### src/hw/cls_pkg.sv
// Purpose: constants and types of the cold load supervisor
// Assumes: 50 MHz clock, 32-bit AXI4-Lite register bus
// Notes: overview of operation follows
// Overview of operation
// - Four cold detection modes: breaker, undercurrent, and, or
// - Warm-to-cold transition starts the load-off timer
// - Load-off expiry raises cold load active
// - Cold end starts the inrush detector
// - Current above threshold declares inrush
// - Inrush ends at ninety percent of threshold
// - Release through inrush path after settle timer
// - Max-block timer ends active even during inrush
// - Below 0.9 threshold for settle time stops max-block
// - Blocking input suppresses the whole function
// - Running auto-reclose blocks the function
// - Status signal only, never a trip
package cls_pkg;
  localparam int CLK_PERIOD_NS = 20;
  localparam int TICK_PERIOD_US = 1000;
  localparam int TICK_CYCLES = (TICK_PERIOD_US * 1000) / CLK_PERIOD_NS;
  localparam int TW = 16;
  localparam int CW = 16;
  localparam int AW = 8;
  localparam logic [AW-1:0] ADDR_CTRL = 8'h00;
  localparam logic [AW-1:0] ADDR_LOADOFF = 8'h04;
  localparam logic [AW-1:0] ADDR_SETTLE = 8'h08;
  localparam logic [AW-1:0] ADDR_MAXBLK = 8'h0c;
  localparam logic [AW-1:0] ADDR_INRUSH = 8'h10;
  localparam logic [AW-1:0] ADDR_STATUS = 8'h14;
  localparam int CTRL_EN_BIT = 0;
  localparam int CTRL_MODE_LSB = 1;
  localparam int CTRL_SWBLK_BIT = 3;
  localparam logic [1:0] MODE_BRK = 2'h0;
  localparam logic [1:0] MODE_UC = 2'h1;
  localparam logic [1:0] MODE_AND = 2'h2;
  localparam logic [1:0] MODE_OR = 2'h3;
  localparam logic CTRL_EN_RST = 1'b1;
  localparam logic [1:0] CTRL_MODE_RST = MODE_BRK;
  localparam logic [TW-1:0] LOADOFF_RST = 16'h0064;
  localparam logic [TW-1:0] SETTLE_RST = 16'h0032;
  localparam logic [TW-1:0] MAXBLK_RST = 16'h01f4;
  localparam logic [CW-1:0] INRUSH_RST = 16'h0200;
  localparam logic [3:0] DROP_NUM = 4'h9;
  localparam logic [3:0] DROP_DEN = 4'ha;
  localparam logic [1:0] RESP_OKAY = 2'h0;
  localparam logic [1:0] RESP_SLVERR = 2'h2;

  typedef enum logic [1:0] {ST_WARM, ST_LOADOFF, ST_COLD, ST_RELEASE} cls_state_t;

  typedef struct packed {
    logic en;
    logic [1:0] mode;
    logic sw_block;
    logic [TW-1:0] t_loadoff;
    logic [TW-1:0] t_settle;
    logic [TW-1:0] t_maxblk;
    logic [CW-1:0] inrush_thr;
  } cls_cfg_t;

  typedef struct packed {
    logic breaker_position;
    logic undercurrent;
    logic ext_block;
    logic autoreclose_running;
  } cls_ins_t;
endpackage

### src/hw/cls_supervisor.sv
// Purpose: cold load supervisor with AXI4-Lite registers
// Assumes: current magnitude and comparator inputs synchronous to clk
// Notes: the block only reports; protection elements act on cold_load_active
`timescale 1ns/1ps
`default_nettype none
module cls_supervisor #(
  parameter int TICK_CYCLES = cls_pkg::TICK_CYCLES
) (
  input wire logic clk,
  input wire logic srst,
  input wire logic ce,
  input wire cls_pkg::cls_ins_t ins,
  input wire logic [cls_pkg::CW-1:0] load_current,
  output logic cold_load_active,
  input wire logic [cls_pkg::AW-1:0] s_axi_awaddr,
  input wire logic s_axi_awvalid,
  output logic s_axi_awready,
  input wire logic [31:0] s_axi_wdata,
  input wire logic [3:0] s_axi_wstrb,
  input wire logic s_axi_wvalid,
  output logic s_axi_wready,
  output logic [1:0] s_axi_bresp,
  output logic s_axi_bvalid,
  input wire logic s_axi_bready,
  input wire logic [cls_pkg::AW-1:0] s_axi_araddr,
  input wire logic s_axi_arvalid,
  output logic s_axi_arready,
  output logic [31:0] s_axi_rdata,
  output logic [1:0] s_axi_rresp,
  output logic s_axi_rvalid,
  input wire logic s_axi_rready
);
  localparam int CW = cls_pkg::CW;
  localparam int TW = cls_pkg::TW;
  localparam int AW = cls_pkg::AW;

  if (TICK_CYCLES < 1 || TICK_CYCLES > 65536) begin : g_bad_tick
    $error("cls_supervisor: TICK_CYCLES out of range");
  end

  function automatic logic addr_mapped(input logic [AW-1:0] a);
    addr_mapped = (a == cls_pkg::ADDR_CTRL) || (a == cls_pkg::ADDR_LOADOFF) ||
      (a == cls_pkg::ADDR_SETTLE) || (a == cls_pkg::ADDR_MAXBLK) ||
      (a == cls_pkg::ADDR_INRUSH) || (a == cls_pkg::ADDR_STATUS);
  endfunction

  function automatic logic [31:0] merge(input logic [31:0] old, input logic [31:0] d,
                                        input logic [3:0] strb);
    merge = old;
    for (int i = 0; i < 4; i++) begin
      if (strb[i]) begin
        merge[i*8 +: 8] = d[i*8 +: 8];
      end
    end
  endfunction

  function automatic logic cold_detect(input logic [1:0] mode, input logic brk_open,
                                       input logic uc);
    case (mode)
      cls_pkg::MODE_BRK: cold_detect = brk_open;
      cls_pkg::MODE_UC: cold_detect = uc;
      cls_pkg::MODE_AND: cold_detect = brk_open && uc;
      default: cold_detect = brk_open || uc;
    endcase
  endfunction

  cls_pkg::cls_cfg_t cfg;
  cls_pkg::cls_state_t state;
  cls_pkg::cls_state_t next_state;
  logic aw_got;
  logic w_got;
  logic [AW-1:0] aw_addr;
  logic [31:0] w_data;
  logic [3:0] w_strb;
  logic wr_fire;
  logic [15:0] presc;
  logic tick;
  logic cold;
  logic blocked;
  logic above_thr;
  logic below_drop;
  logic inrush;
  logic lo_done;
  logic st_done;
  logic mb_done;
  logic st_run;
  logic [CW+3:0] cur_scaled;
  logic [CW+3:0] thr_scaled;
  logic [31:0] status_word;
  logic [31:0] rd_word;

  // AXI4-Lite write path: address and data taken in either order
  assign s_axi_awready = !aw_got && !s_axi_bvalid;
  assign s_axi_wready = !w_got && !s_axi_bvalid;
  assign wr_fire = aw_got && w_got && !s_axi_bvalid;

  always_ff @(posedge clk) begin
    if (srst) begin
      aw_got <= 1'b0;
      aw_addr <= '0;
    end else if (ce) begin
      if (s_axi_awvalid && s_axi_awready) begin
        aw_got <= 1'b1;
        aw_addr <= s_axi_awaddr;
      end else if (wr_fire) begin
        aw_got <= 1'b0;
      end
    end
  end

  always_ff @(posedge clk) begin
    if (srst) begin
      w_got <= 1'b0;
      w_data <= '0;
      w_strb <= '0;
    end else if (ce) begin
      if (s_axi_wvalid && s_axi_wready) begin
        w_got <= 1'b1;
        w_data <= s_axi_wdata;
        w_strb <= s_axi_wstrb;
      end else if (wr_fire) begin
        w_got <= 1'b0;
      end
    end
  end

  always_ff @(posedge clk) begin
    if (srst) begin
      s_axi_bvalid <= 1'b0;
      s_axi_bresp <= cls_pkg::RESP_OKAY;
    end else if (ce) begin
      if (wr_fire) begin
        s_axi_bvalid <= 1'b1;
        s_axi_bresp <= addr_mapped(aw_addr) ? cls_pkg::RESP_OKAY : cls_pkg::RESP_SLVERR;
      end else if (s_axi_bready) begin
        s_axi_bvalid <= 1'b0;
      end
    end
  end

  // Configuration registers; status ignores writes
  always_ff @(posedge clk) begin
    if (srst) begin
      cfg.en <= cls_pkg::CTRL_EN_RST;
      cfg.mode <= cls_pkg::CTRL_MODE_RST;
      cfg.sw_block <= 1'b0;
      cfg.t_loadoff <= cls_pkg::LOADOFF_RST;
      cfg.t_settle <= cls_pkg::SETTLE_RST;
      cfg.t_maxblk <= cls_pkg::MAXBLK_RST;
      cfg.inrush_thr <= cls_pkg::INRUSH_RST;
    end else if (ce && wr_fire) begin
      case (aw_addr)
        cls_pkg::ADDR_CTRL: begin
          if (w_strb[0]) begin
            cfg.en <= w_data[cls_pkg::CTRL_EN_BIT];
            cfg.mode <= w_data[cls_pkg::CTRL_MODE_LSB +: 2];
            cfg.sw_block <= w_data[cls_pkg::CTRL_SWBLK_BIT];
          end
        end
        cls_pkg::ADDR_LOADOFF: cfg.t_loadoff <= TW'(merge(32'(cfg.t_loadoff), w_data, w_strb));
        cls_pkg::ADDR_SETTLE: cfg.t_settle <= TW'(merge(32'(cfg.t_settle), w_data, w_strb));
        cls_pkg::ADDR_MAXBLK: cfg.t_maxblk <= TW'(merge(32'(cfg.t_maxblk), w_data, w_strb));
        cls_pkg::ADDR_INRUSH: cfg.inrush_thr <= CW'(merge(32'(cfg.inrush_thr), w_data, w_strb));
        default: ;
      endcase
    end
  end

  // AXI4-Lite read path: data one cycle after the address is taken
  assign s_axi_arready = !s_axi_rvalid;

  always_comb begin
    case (s_axi_araddr)
      cls_pkg::ADDR_CTRL: rd_word = 32'({cfg.sw_block, cfg.mode, cfg.en});
      cls_pkg::ADDR_LOADOFF: rd_word = 32'(cfg.t_loadoff);
      cls_pkg::ADDR_SETTLE: rd_word = 32'(cfg.t_settle);
      cls_pkg::ADDR_MAXBLK: rd_word = 32'(cfg.t_maxblk);
      cls_pkg::ADDR_INRUSH: rd_word = 32'(cfg.inrush_thr);
      cls_pkg::ADDR_STATUS: rd_word = status_word;
      default: rd_word = 32'h0;
    endcase
  end

  always_ff @(posedge clk) begin
    if (srst) begin
      s_axi_rvalid <= 1'b0;
      s_axi_rdata <= '0;
      s_axi_rresp <= cls_pkg::RESP_OKAY;
    end else if (ce) begin
      if (s_axi_arvalid && s_axi_arready) begin
        s_axi_rvalid <= 1'b1;
        s_axi_rdata <= rd_word;
        s_axi_rresp <= addr_mapped(s_axi_araddr) ? cls_pkg::RESP_OKAY : cls_pkg::RESP_SLVERR;
      end else if (s_axi_rready) begin
        s_axi_rvalid <= 1'b0;
      end
    end
  end

  // Common timebase for all duration timers
  always_ff @(posedge clk) begin
    if (srst) begin
      presc <= '0;
    end else if (ce) begin
      presc <= tick ? 16'h0000 : presc + 16'h0001;
    end
  end
  assign tick = (presc == 16'(TICK_CYCLES - 1));

  // Detection and inrush comparisons
  assign cold = cold_detect(cfg.mode, !ins.breaker_position, ins.undercurrent);
  assign blocked = ins.ext_block || cfg.sw_block || !cfg.en || ins.autoreclose_running;
  assign cur_scaled = (CW+4)'(load_current) * (CW+4)'(cls_pkg::DROP_DEN);
  assign thr_scaled = (CW+4)'(cfg.inrush_thr) * (CW+4)'(cls_pkg::DROP_NUM);
  assign above_thr = load_current > cfg.inrush_thr;
  assign below_drop = cur_scaled <= thr_scaled;

  always_ff @(posedge clk) begin
    if (srst) begin
      inrush <= 1'b0;
    end else if (ce) begin
      if (state != cls_pkg::ST_RELEASE || next_state != cls_pkg::ST_RELEASE) begin
        inrush <= 1'b0;
      end else if (above_thr) begin
        inrush <= 1'b1;
      end else if (below_drop) begin
        inrush <= 1'b0;
      end
    end
  end

  assign st_run = (state == cls_pkg::ST_RELEASE) && !inrush && below_drop;

  cls_timer #(.TW(TW)) u_loadoff (
    .clk(clk), .srst(srst), .ce(ce),
    .run(state == cls_pkg::ST_LOADOFF),
    .tick(tick), .limit(cfg.t_loadoff), .done(lo_done)
  );

  cls_timer #(.TW(TW)) u_settle (
    .clk(clk), .srst(srst), .ce(ce),
    .run(st_run), .tick(tick), .limit(cfg.t_settle), .done(st_done)
  );

  cls_timer #(.TW(TW)) u_maxblk (
    .clk(clk), .srst(srst), .ce(ce),
    .run(state == cls_pkg::ST_RELEASE),
    .tick(tick), .limit(cfg.t_maxblk), .done(mb_done)
  );

  always_comb begin
    next_state = state;
    case (state)
      cls_pkg::ST_WARM: if (cold) next_state = cls_pkg::ST_LOADOFF;
      cls_pkg::ST_LOADOFF: begin
        if (!cold) next_state = cls_pkg::ST_WARM;
        else if (lo_done) next_state = cls_pkg::ST_COLD;
      end
      cls_pkg::ST_COLD: if (!cold) next_state = cls_pkg::ST_RELEASE;
      cls_pkg::ST_RELEASE: begin
        if (cold) next_state = cls_pkg::ST_COLD;
        else if (st_done || mb_done) next_state = cls_pkg::ST_WARM;
      end
      default: next_state = cls_pkg::ST_WARM;
    endcase
    if (blocked) next_state = cls_pkg::ST_WARM;
  end

  // Output is a status level only; nothing here trips a breaker
  always_ff @(posedge clk) begin
    if (srst) begin
      state <= cls_pkg::ST_WARM;
      cold_load_active <= 1'b0;
    end else if (ce) begin
      state <= next_state;
      cold_load_active <= (next_state == cls_pkg::ST_COLD) ||
        (next_state == cls_pkg::ST_RELEASE);
    end
  end

  assign status_word = 32'({cold, below_drop, inrush, state, cold_load_active});

  chk_reset_clear: assert property (@(posedge clk) srst |=> !cold_load_active && state == cls_pkg::ST_WARM)
    else $error("reset left the output or state set");

  chk_block_off: assert property (@(posedge clk) disable iff (srst)
    (ce && blocked) |=> !cold_load_active && state == cls_pkg::ST_WARM)
    else $error("blocked function still active");

  chk_mode_detect: assert property (@(posedge clk) disable iff (srst)
    (cfg.mode == cls_pkg::MODE_AND) |-> cold == (!ins.breaker_position && ins.undercurrent))
    else $error("and mode detection wrong");

  chk_loadoff_start: assert property (@(posedge clk) disable iff (srst)
    (ce && state == cls_pkg::ST_WARM && cold && !blocked) |=> state == cls_pkg::ST_LOADOFF && !cold_load_active)
    else $error("load-off timer not started");

  chk_active_raise: assert property (@(posedge clk) disable iff (srst)
    (ce && state == cls_pkg::ST_LOADOFF && lo_done && cold && !blocked) |=> cold_load_active)
    else $error("active not raised after load-off");

  chk_release_start: assert property (@(posedge clk) disable iff (srst)
    (ce && state == cls_pkg::ST_COLD && !cold && !blocked) |=> state == cls_pkg::ST_RELEASE && cold_load_active)
    else $error("inrush detection not started");

  chk_inrush_set: assert property (@(posedge clk) disable iff (srst)
    (ce && state == cls_pkg::ST_RELEASE && above_thr && next_state == cls_pkg::ST_RELEASE) |=> inrush)
    else $error("inrush not declared");

  chk_inrush_end: assert property (@(posedge clk) disable iff (srst)
    (ce && inrush && !above_thr && below_drop) |=> !inrush)
    else $error("inrush not ended at drop level");

  chk_settle_hold: assert property (@(posedge clk) disable iff (srst)
    (ce && state == cls_pkg::ST_RELEASE && !st_done && !mb_done && !blocked) |=> cold_load_active)
    else $error("released before settle expiry");

  chk_maxblk_end: assert property (@(posedge clk) disable iff (srst)
    (ce && state == cls_pkg::ST_RELEASE && mb_done && !cold) |=> !cold_load_active)
    else $error("max-block expiry did not release");

  // Settle expiry ends the release and with it the max-block count
  chk_maxblk_stop: assert property (@(posedge clk) disable iff (srst)
    (ce && state == cls_pkg::ST_RELEASE && st_done && !cold && !blocked) |=> state == cls_pkg::ST_WARM && !mb_done)
    else $error("max-block timer not stopped after settle");

  chk_settle_release: assert property (@(posedge clk) disable iff (srst)
    (ce && state == cls_pkg::ST_RELEASE && st_done && !mb_done && !cold && !blocked) |=> !cold_load_active)
    else $error("settle expiry did not release");

  chk_loadoff_abort: assert property (@(posedge clk) disable iff (srst)
    (ce && state == cls_pkg::ST_LOADOFF && !cold && !blocked) |=> state == cls_pkg::ST_WARM && !cold_load_active)
    else $error("load-off not abandoned when cold ended");

  chk_loadoff_hold: assert property (@(posedge clk) disable iff (srst)
    (ce && state == cls_pkg::ST_LOADOFF && !lo_done) |=> !cold_load_active)
    else $error("active raised before load-off expiry");

  chk_warm_quiet: assert property (@(posedge clk) disable iff (srst)
    (ce && state == cls_pkg::ST_WARM) |=> !cold_load_active)
    else $error("active raised without load-off delay");

  chk_cold_return: assert property (@(posedge clk) disable iff (srst)
    (ce && state == cls_pkg::ST_RELEASE && cold && !blocked) |=> state == cls_pkg::ST_COLD && cold_load_active)
    else $error("cold during release not followed");

  chk_tick_period: assert property (@(posedge clk) disable iff (srst)
    ce |-> presc <= 16'(TICK_CYCLES - 1))
    else $error("timebase prescaler out of range");
endmodule // cls_supervisor
`default_nettype wire

### src/hw/cls_timer.sv
// Purpose: tick-based duration timer
// Assumes: run low clears the count
// Notes: done is high while run and the count reached the limit
`timescale 1ns/1ps
`default_nettype none
module cls_timer #(
  parameter int TW = 16
) (
  input wire logic clk,
  input wire logic srst,
  input wire logic ce,
  input wire logic run,
  input wire logic tick,
  input wire logic [TW-1:0] limit,
  output logic done
);
  logic [TW-1:0] count;

  if (TW < 2) begin : g_bad_width
    $error("cls_timer: TW too small");
  end

  always_ff @(posedge clk) begin
    if (srst) begin
      count <= '0;
    end else if (ce) begin
      if (!run) begin
        count <= '0;
      end else if (tick && (count < limit)) begin
        count <= count + 1'b1;
      end
    end
  end

  assign done = run && (count >= limit);
endmodule // cls_timer
`default_nettype wire

### config.mk
export PLATFORM = sky130hd
export DESIGN_NAME = cls_supervisor
export DESIGN_NICKNAME = d
export VERILOG_FILES = /design/src/hw/cls_pkg.sv /design/src/hw/cls_supervisor.sv /design/src/hw/cls_timer.sv
export SDC_FILE = /design/constraint.sdc
export NUM_CORES = 1
export LEC_CHECK = 0
export ABC_AREA = 1
export BUFFER_PORTS_ARGS = -buffer_cell sky130_fd_sc_hd__buf_2
export CAP_MARGIN = 20
export CELL_PAD_IN_SITES_DETAIL_PLACEMENT = 1
export CELL_PAD_IN_SITES_GLOBAL_PLACEMENT = 2
export CORE_MARGIN = 3
export CORE_UTILIZATION = 29
export DETAILED_ROUTE_END_ITERATION = 16
export HOLD_SLACK_MARGIN = 0.02
export PLACE_DENSITY = 0.74
export SYNTH_ARGS = -nofsm -noshare
export SYNTH_HDL_FRONTEND = slang
export SYNTH_SLANG_ARGS = --single-unit
### constraint.sdc
create_clock -name clk -period 5.4 [get_ports clk]
set_clock_uncertainty 0.1 [all_clocks]
set_input_delay 0.54 -clock clk [delete_from_list [all_inputs] [get_ports clk]]
set_output_delay 0.54 -clock clk [all_outputs]
set_load 0.1 [all_outputs]
Yosys cells after proc, flatten, opt, wreduce, memory -nomap -nowiden

Cells that the tools add are included.
Widths: inputs -> output; s select.

Bits in registers: 202
Bits of input ports: 80
Output and inout port bits: 42

Add/sub/neg operators: 4
$mul: 2
Magnitude comparators: 8
Eq/ne operators: 23
Mux-type cells: 29
Reductions and logical operators: 71

Operators with widths:

| cell                  | count |
|---|---|
| $mux 16               | 7 |
| $pmux 16 s6           | 1 |
| $add 16x1->16 const B | 4 |
| $ge 16x16->1          | 3 |
| $lt 16x16->1          | 3 |
| $eq 8x4->1 const B    | 4 |
| $eq 8x5->1 const B    | 4 |
| $reduce_and 3->1      | 9 |
| $reduce_and 2->1      | 12 |
| $le 20x20->1          | 1 |
| $mul 16x4->20 const B | 1 |
| $mul 16x3->19 const B | 1 |
| $mux 2                | 9 |
| $logic_and 1x1->1     | 17 |
| $logic_or 1x1->1      | 17 |
| $eq 16x16->1 const B  | 1 |
| $eq 8x3->1 const B    | 2 |
| $gt 16x16->1          | 1 |
| $logic_not 8->1       | 2 |
| $eq 2x2->1 const B    | 5 |
| $mux 1                | 10 |
| $ne 2x2->1 const B    | 5 |
| $pmux 2 s4            | 1 |
| $reduce_bool 2->1     | 4 |
| 5 further kinds       | 13 |

Depth between registers and ports, before layout

Depth in word-level cells: 13
Depth in mapped cells: 31
Mapped depth without buffers: 31

By module

A second synthesis with hierarchy kept.

Cell total of the unflattened synthesis: 1,843
Area, all modules: 12,595.8 sq um

Modules (own cells, without submodules):

| module         | instances | cells each | area an instance (sq um) | seq. area each (sq um) |
|---|---|---|---|---|
| cls_supervisor | 1         | 1,120      | 8,125.3                  | 2,722.6 |
| cls_timer      | 3         | 241        | 1,490.2                  | 320.3 |

Least setup slack after synthesis

Ideal clock, no wire load.

Kind: input to register
Start point: in load_current[1] in the netlist's numbering
End point: reg u_settle.count[5]
Setup time: 118 ps
Arrival: 3,865 ps
Data required time: 5,182 ps
Setup slack: 1,317 ps
Stages on the path: 31
Cells stage by stage: ha_1 ha_1 inv_1 fa_1 inv_1 a31oi_1 o21ai_1 a21boi_1 o21ai_1 nand2_1 inv_1 o21ai_1 nand2_1 xor2_1 ha_1 nand2_2 inv_1 nand2_1 nand2_1 a21oi_1 nand3_2 nand2_4 nand2_8 inv_6 nor2_8 nor2_8 clkinv_4 nand2_4 o21ai_1 nand2_1 nor2_1

Cells in the longest elaborated chain, start to end: 5
Elaborated cells on any way between the ends: 6
Classes of those cells: 1 x mul; 1 x order compare; 1 x eq/ne; 1 x mux; 2 x reduce/logical

Ends and longest elaborated chain:

| what                              | RTL line              | text |
|---|---|---|
| start, declared                   | cls_supervisor.sv:13  | `input wire logic [cls_pkg::CW-1:0] load_current,` |
| $mul 16x3->19 *                   | cls_supervisor.sv:213 | `assign cur_scaled = (CW+4)'(load_current) * (CW+4)'(cls_pkg::DROP_DEN);` |
| $le 20x20->1 *                    | cls_supervisor.sv:216 | `assign below_drop = cur_scaled <= thr_scaled;` |
| $logic_and 1x1->1 *               | cls_supervisor.sv:232 | `assign st_run = (state == cls_pkg::ST_RELEASE) && !inrush && below_drop;` |
| $ne 2x2->1 (no source line)       | n/a                   |  |
| $reduce_and 2->1 (no source line) | n/a                   |  |
| end signal, assigned              | cls_timer.sv:30       | `count <= count + 1'b1;` |
| end, declared                     | cls_timer.sv:17       | `logic [TW-1:0] count;` |

Every way passes the cells marked *; elsewhere a longest branch is shown, timed or not.
A chain may end at the register's enable or synchronous reset.

Final worst setup path

Start point: reg cfg[1] in the netlist's numbering
End point: reg u_settle.count[3]

Cells in the longest elaborated chain, start to end: 5
Elaborated cells on any way between the ends: 6
Classes of those cells: 1 x mul; 1 x order compare; 1 x eq/ne; 1 x mux; 2 x reduce/logical

Ends and longest elaborated chain:

| what                              | RTL line              | text |
|---|---|---|
| start, declared                   | cls_supervisor.sv:67  | `cls_pkg::cls_cfg_t cfg;` |
| $mul 16x4->20 *                   | cls_supervisor.sv:214 | `assign thr_scaled = (CW+4)'(cfg.inrush_thr) * (CW+4)'(cls_pkg::DROP_NUM);` |
| $le 20x20->1 *                    | cls_supervisor.sv:216 |  |
| $logic_and 1x1->1 *               | cls_supervisor.sv:232 |  |
| $ne 2x2->1 (no source line)       | n/a                   |  |
| $reduce_and 2->1 (no source line) | n/a                   |  |

Marked as above.

==> flow_summary.json <==
{
  "number_of_flip_flops_and_latches_in_the_synthesized_netlist": 184,
  "powerDensity_mw_per_mm2": 242,
  "die_area_sq_mm": 0.0433,
  "maxClockFrequency_mhz": 203,
  "cp_slowest_cell": "sky130_fd_sc_hd__fa_1",
  "async_reset_ff_share_pct": 0,
  "final_cell_mix": "sky130_fd_sc_hd__nand2_1 (256), sky130_fd_sc_hd__inv_1 (221), sky130_fd_sc_hd__a21oi_1 (208)",
  "setup_crit_start_kind": "flip-flop",
  "critical_path_arrival_ns": 5.21,
  "post_cts.resized_instances": 0,
  "detailed_place.area_sq_mm": 0.0128,
  "cp.required_ns": 5.68,
  "ir_worst_vdd_mv": 0.195,
  "vias": 10986,
  "slew_violations": 0,
  "share_of_layout_cells_above_drive_strength_1_pct": 10.1,
  "synthDistinctLibCells": 50,
  "layout_commonest_cell": "sky130_fd_sc_hd__nand2_1",
  "synth_enable_flop_cells": 0,
  "status": "finished clean",
  "report.final.hold_viol_count": 0,
  "hold_slack_ns": 0.245,
  "maxCapViolations": 0,
  "fp.dieW_um": 208,
  "synth_top_cells_by_area": "sky130_fd_sc_hd__dfxtp_1 (31%), sky130_fd_sc_hd__ha_1 (15%), sky130_fd_sc_hd__a21oi_1 (8.8%)",
  "synth_top_cell_area_share_pct": 31.1,
  "worst_pin_slew_ns": 1.01,
  "rsz0062_at_grt": "no",
  "final_number_of_setup_violating_endpoints": 0,
  "fin_crit_sh_pct": 91.3,
  "cts.path.max_buffers": 2,
  "dieHeight_um": 208,
  "cts_num_sinks": 184,
  "gp_congestion": 0.845,
  "grt_pass1_wl_um": 60600,
  "root_buffer": "sky130_fd_sc_hd__clkbuf_16",
  "mappedNetlistArea_sq_mm": 0.0119,
  "synthToLayoutAreaGrowth_pct": 13.3,
  "synth.avg_cell_area_sq_um": 7.30,
  "numPortBuffers": 85,
  "ioPinCount": 122,
  "ys.flop_type": "sky130_fd_sc_hd__dfxtp_1",
  "drt_pass1_iterations": 4,
  "post_drt_wl_per_cell_um": 17.0,
  "overflow": 0,
  "max_slew_margin_pct": 32.0,
  "critical_path.max_stage_delay_ns": 0.40,
  "crit_path_max_fanout": 7,
  "total_leakage_power_nw": 5.76,
  "timing.final.crit_period_ns": 4.93,
  "layout.nets": 1923,
  "drt_iter0_drc": 486,
  "post_cts_buffers": 0,
  "path_class": "reg2reg",
  "wirelength_um": 38100,
  "tns_ns": 0,
  "vias_in_the_first_global_route": 10954,
  "cpMostUsedCell": "sky130_fd_sc_hd__a21oi_1",
  "post-route-cell-area_sq_mm": 0.0134,
  "row_count": 73,
  "avgViaCountPerCell": 4.91,
  "post_synth_inst_count": 1624,
  "synthDominantAreaCellType": "sky130_fd_sc_hd__dfxtp_1",
  "synth_sequential_area_ratio_pct": 31.1,
  "worst_hold_path_type": "in2reg",
  "number_of_antenna_violations_at_the_first_check_in_global_routing": 1,
  "cts_inserted_buffers": 17,
  "final_antenna_net_count": 0,
  "insertedDiodeCount": 0,
  "cts_tree": "built",
  "cts_hold_buf": 0,
  "grt.total_usage_pct": 17.5,
  "drc_errors": 0,
  "clock_tree.htree_level_count": 4,
  "core_utilization_of_the_finished_layout_pct": 33.5,
  "clk_latency_ns": 0.45,
  "pin_count_of_the_biggest_net_entering_global_routing": 54,
  "detailedPlacementHpwl_um": 30500,
  "initial_utilization_pct": 29.6,
  "core_sq_mm": 0.0400,
  "yosys_warnings": 0,
  "pwr_total_w": 0.00325,
  "critPathCaptureType": "flip-flop",
  "cts.clk_slew.worst_paths_ns": 0.07
}
[registers in the layout (all words and copies together), names as in the netlist]
name / flops
cfg: 68
presc: 16
s_axi_rdata: 16
u_loadoff.count: 16
u_maxblk.count: 16
u_settle.count: 16
w_data: 16
aw_addr: 8
state: 2
w_strb: 2
aw_got: 1
cold_load_active: 1
inrush: 1
s_axi_bresp: 1
s_axi_bvalid: 1
s_axi_rresp: 1
s_axi_rvalid: 1
w_got: 1
[kinds of logic (layout without fill, tap and decap cells)]
logic type / count (synthesis) / count (layout) / synth area share, %
AO/OA/AOI/OAI: 417 / 417 / 19.3
adder cells (fa/ha/maj): 143 / 143 / 15.2
AND/OR/NAND/NOR: 545 / 545 / 21.1
flip-flops: 184 / 184 / 31.1
other: 1 / 18 / 0.0316
XOR/XNOR: 45 / 45 / 3.33
buffers and inverters: 289 / 361 / 9.98
[per-stage QoR]
step           worst slack (ns)  instances
2_1_floorplan              1.32       1641
3_3_place_gp              0.484       2204
3_5_place_dp              0.449       2204
4_1_cts                   0.421       2236
5_1_grt                  0.0492       2238
6_report                  0.468       2238
[critical path, delay by kind of cell, from the launching register on]
kind                     cells  cell delay, ns
flip-flops                   1            0.39
AND/OR/NAND/NOR             10            1.18
adder cells (fa/ha/maj)      4            1.14
buffers and inverters        4            0.27
AO/OA/AOI/OAI                9            1.59
XOR/XNOR                     1            0.18
[area by class of cell]
type | instances | area, sq um
flip-flops and latches | 184 | 3680
well taps | 525 | 657
clock inverters | 13 | 193
fillers | 5036 | 26600
clock buffers | 19 | 443
multi-input cells | 1168 | 7050
inverters | 233 | 885
repair buffers | 96 | 512
[power by group]
group          switching (W)  internal, W
combinational       0.000337     0.000143
clock               0.000585     0.000796
sequential         0.0000148      0.00138
[worst paths after layout]
check / startpoint / endpoint / slack (ns) / cells past startpoint
max: cfg[1] / u_settle.count[3] / 0.47 / 28
min: s_axi_awaddr[6] / aw_addr[6] / 0.25 / 3
max reg2reg: cfg[1] / u_settle.count[3] / 0.47 / 28
min reg2reg: w_strb[0] / w_strb[0] / 0.36 / 2
[synthesized netlist by cell type, types with 2 or more instances]
cell                       number
sky130_fd_sc_hd__fa_1           2
sky130_fd_sc_hd__o21ai_1       22
sky130_fd_sc_hd__o221ai_1       8
sky130_fd_sc_hd__o211ai_1      17
sky130_fd_sc_hd__a21boi_1       4
sky130_fd_sc_hd__a221oi_1       2
sky130_fd_sc_hd__nor4_1         6
sky130_fd_sc_hd__o21a_1         7
sky130_fd_sc_hd__nor2_1       128
sky130_fd_sc_hd__nand4_1       25
sky130_fd_sc_hd__nand3_1       59
sky130_fd_sc_hd__a211oi_1      10
sky130_fd_sc_hd__buf_4         20
sky130_fd_sc_hd__clkbuf_1      26
sky130_fd_sc_hd__nor3_1        32
sky130_fd_sc_hd__dfxtp_1      184
sky130_fd_sc_hd__nand3_2        6
sky130_fd_sc_hd__xor2_1        33
sky130_fd_sc_hd__nand2_4        2
sky130_fd_sc_hd__inv_2          8
sky130_fd_sc_hd__a21o_1         4
sky130_fd_sc_hd__ha_1         141
sky130_fd_sc_hd__xnor2_1       12
sky130_fd_sc_hd__nor2_8         2
sky130_fd_sc_hd__buf_2         10
sky130_fd_sc_hd__nor4_4         2
sky130_fd_sc_hd__nor2_4         4
sky130_fd_sc_hd__nor3_2         8
sky130_fd_sc_hd__o22ai_1       17
sky130_fd_sc_hd__inv_1        222
sky130_fd_sc_hd__a21oi_1      208
sky130_fd_sc_hd__nor2_2         4
sky130_fd_sc_hd__nand2_2        4
sky130_fd_sc_hd__o21bai_1       3
sky130_fd_sc_hd__o31ai_1        8
sky130_fd_sc_hd__o21ai_0      104
sky130_fd_sc_hd__nand2_1      256
sky130_fd_sc_hd__a31oi_1        2
[metal layers]
metal	vias to the layer above	wire (um)	GRT usage, %
met2	166	17300	28.4
li1	5600	-	-
met5	-	0	0
met1	5185	18800	24.4
met3	35	1320	2.53
met4	0	680	4.53
No activity file was read; power rests on OpenSTA's default activity.
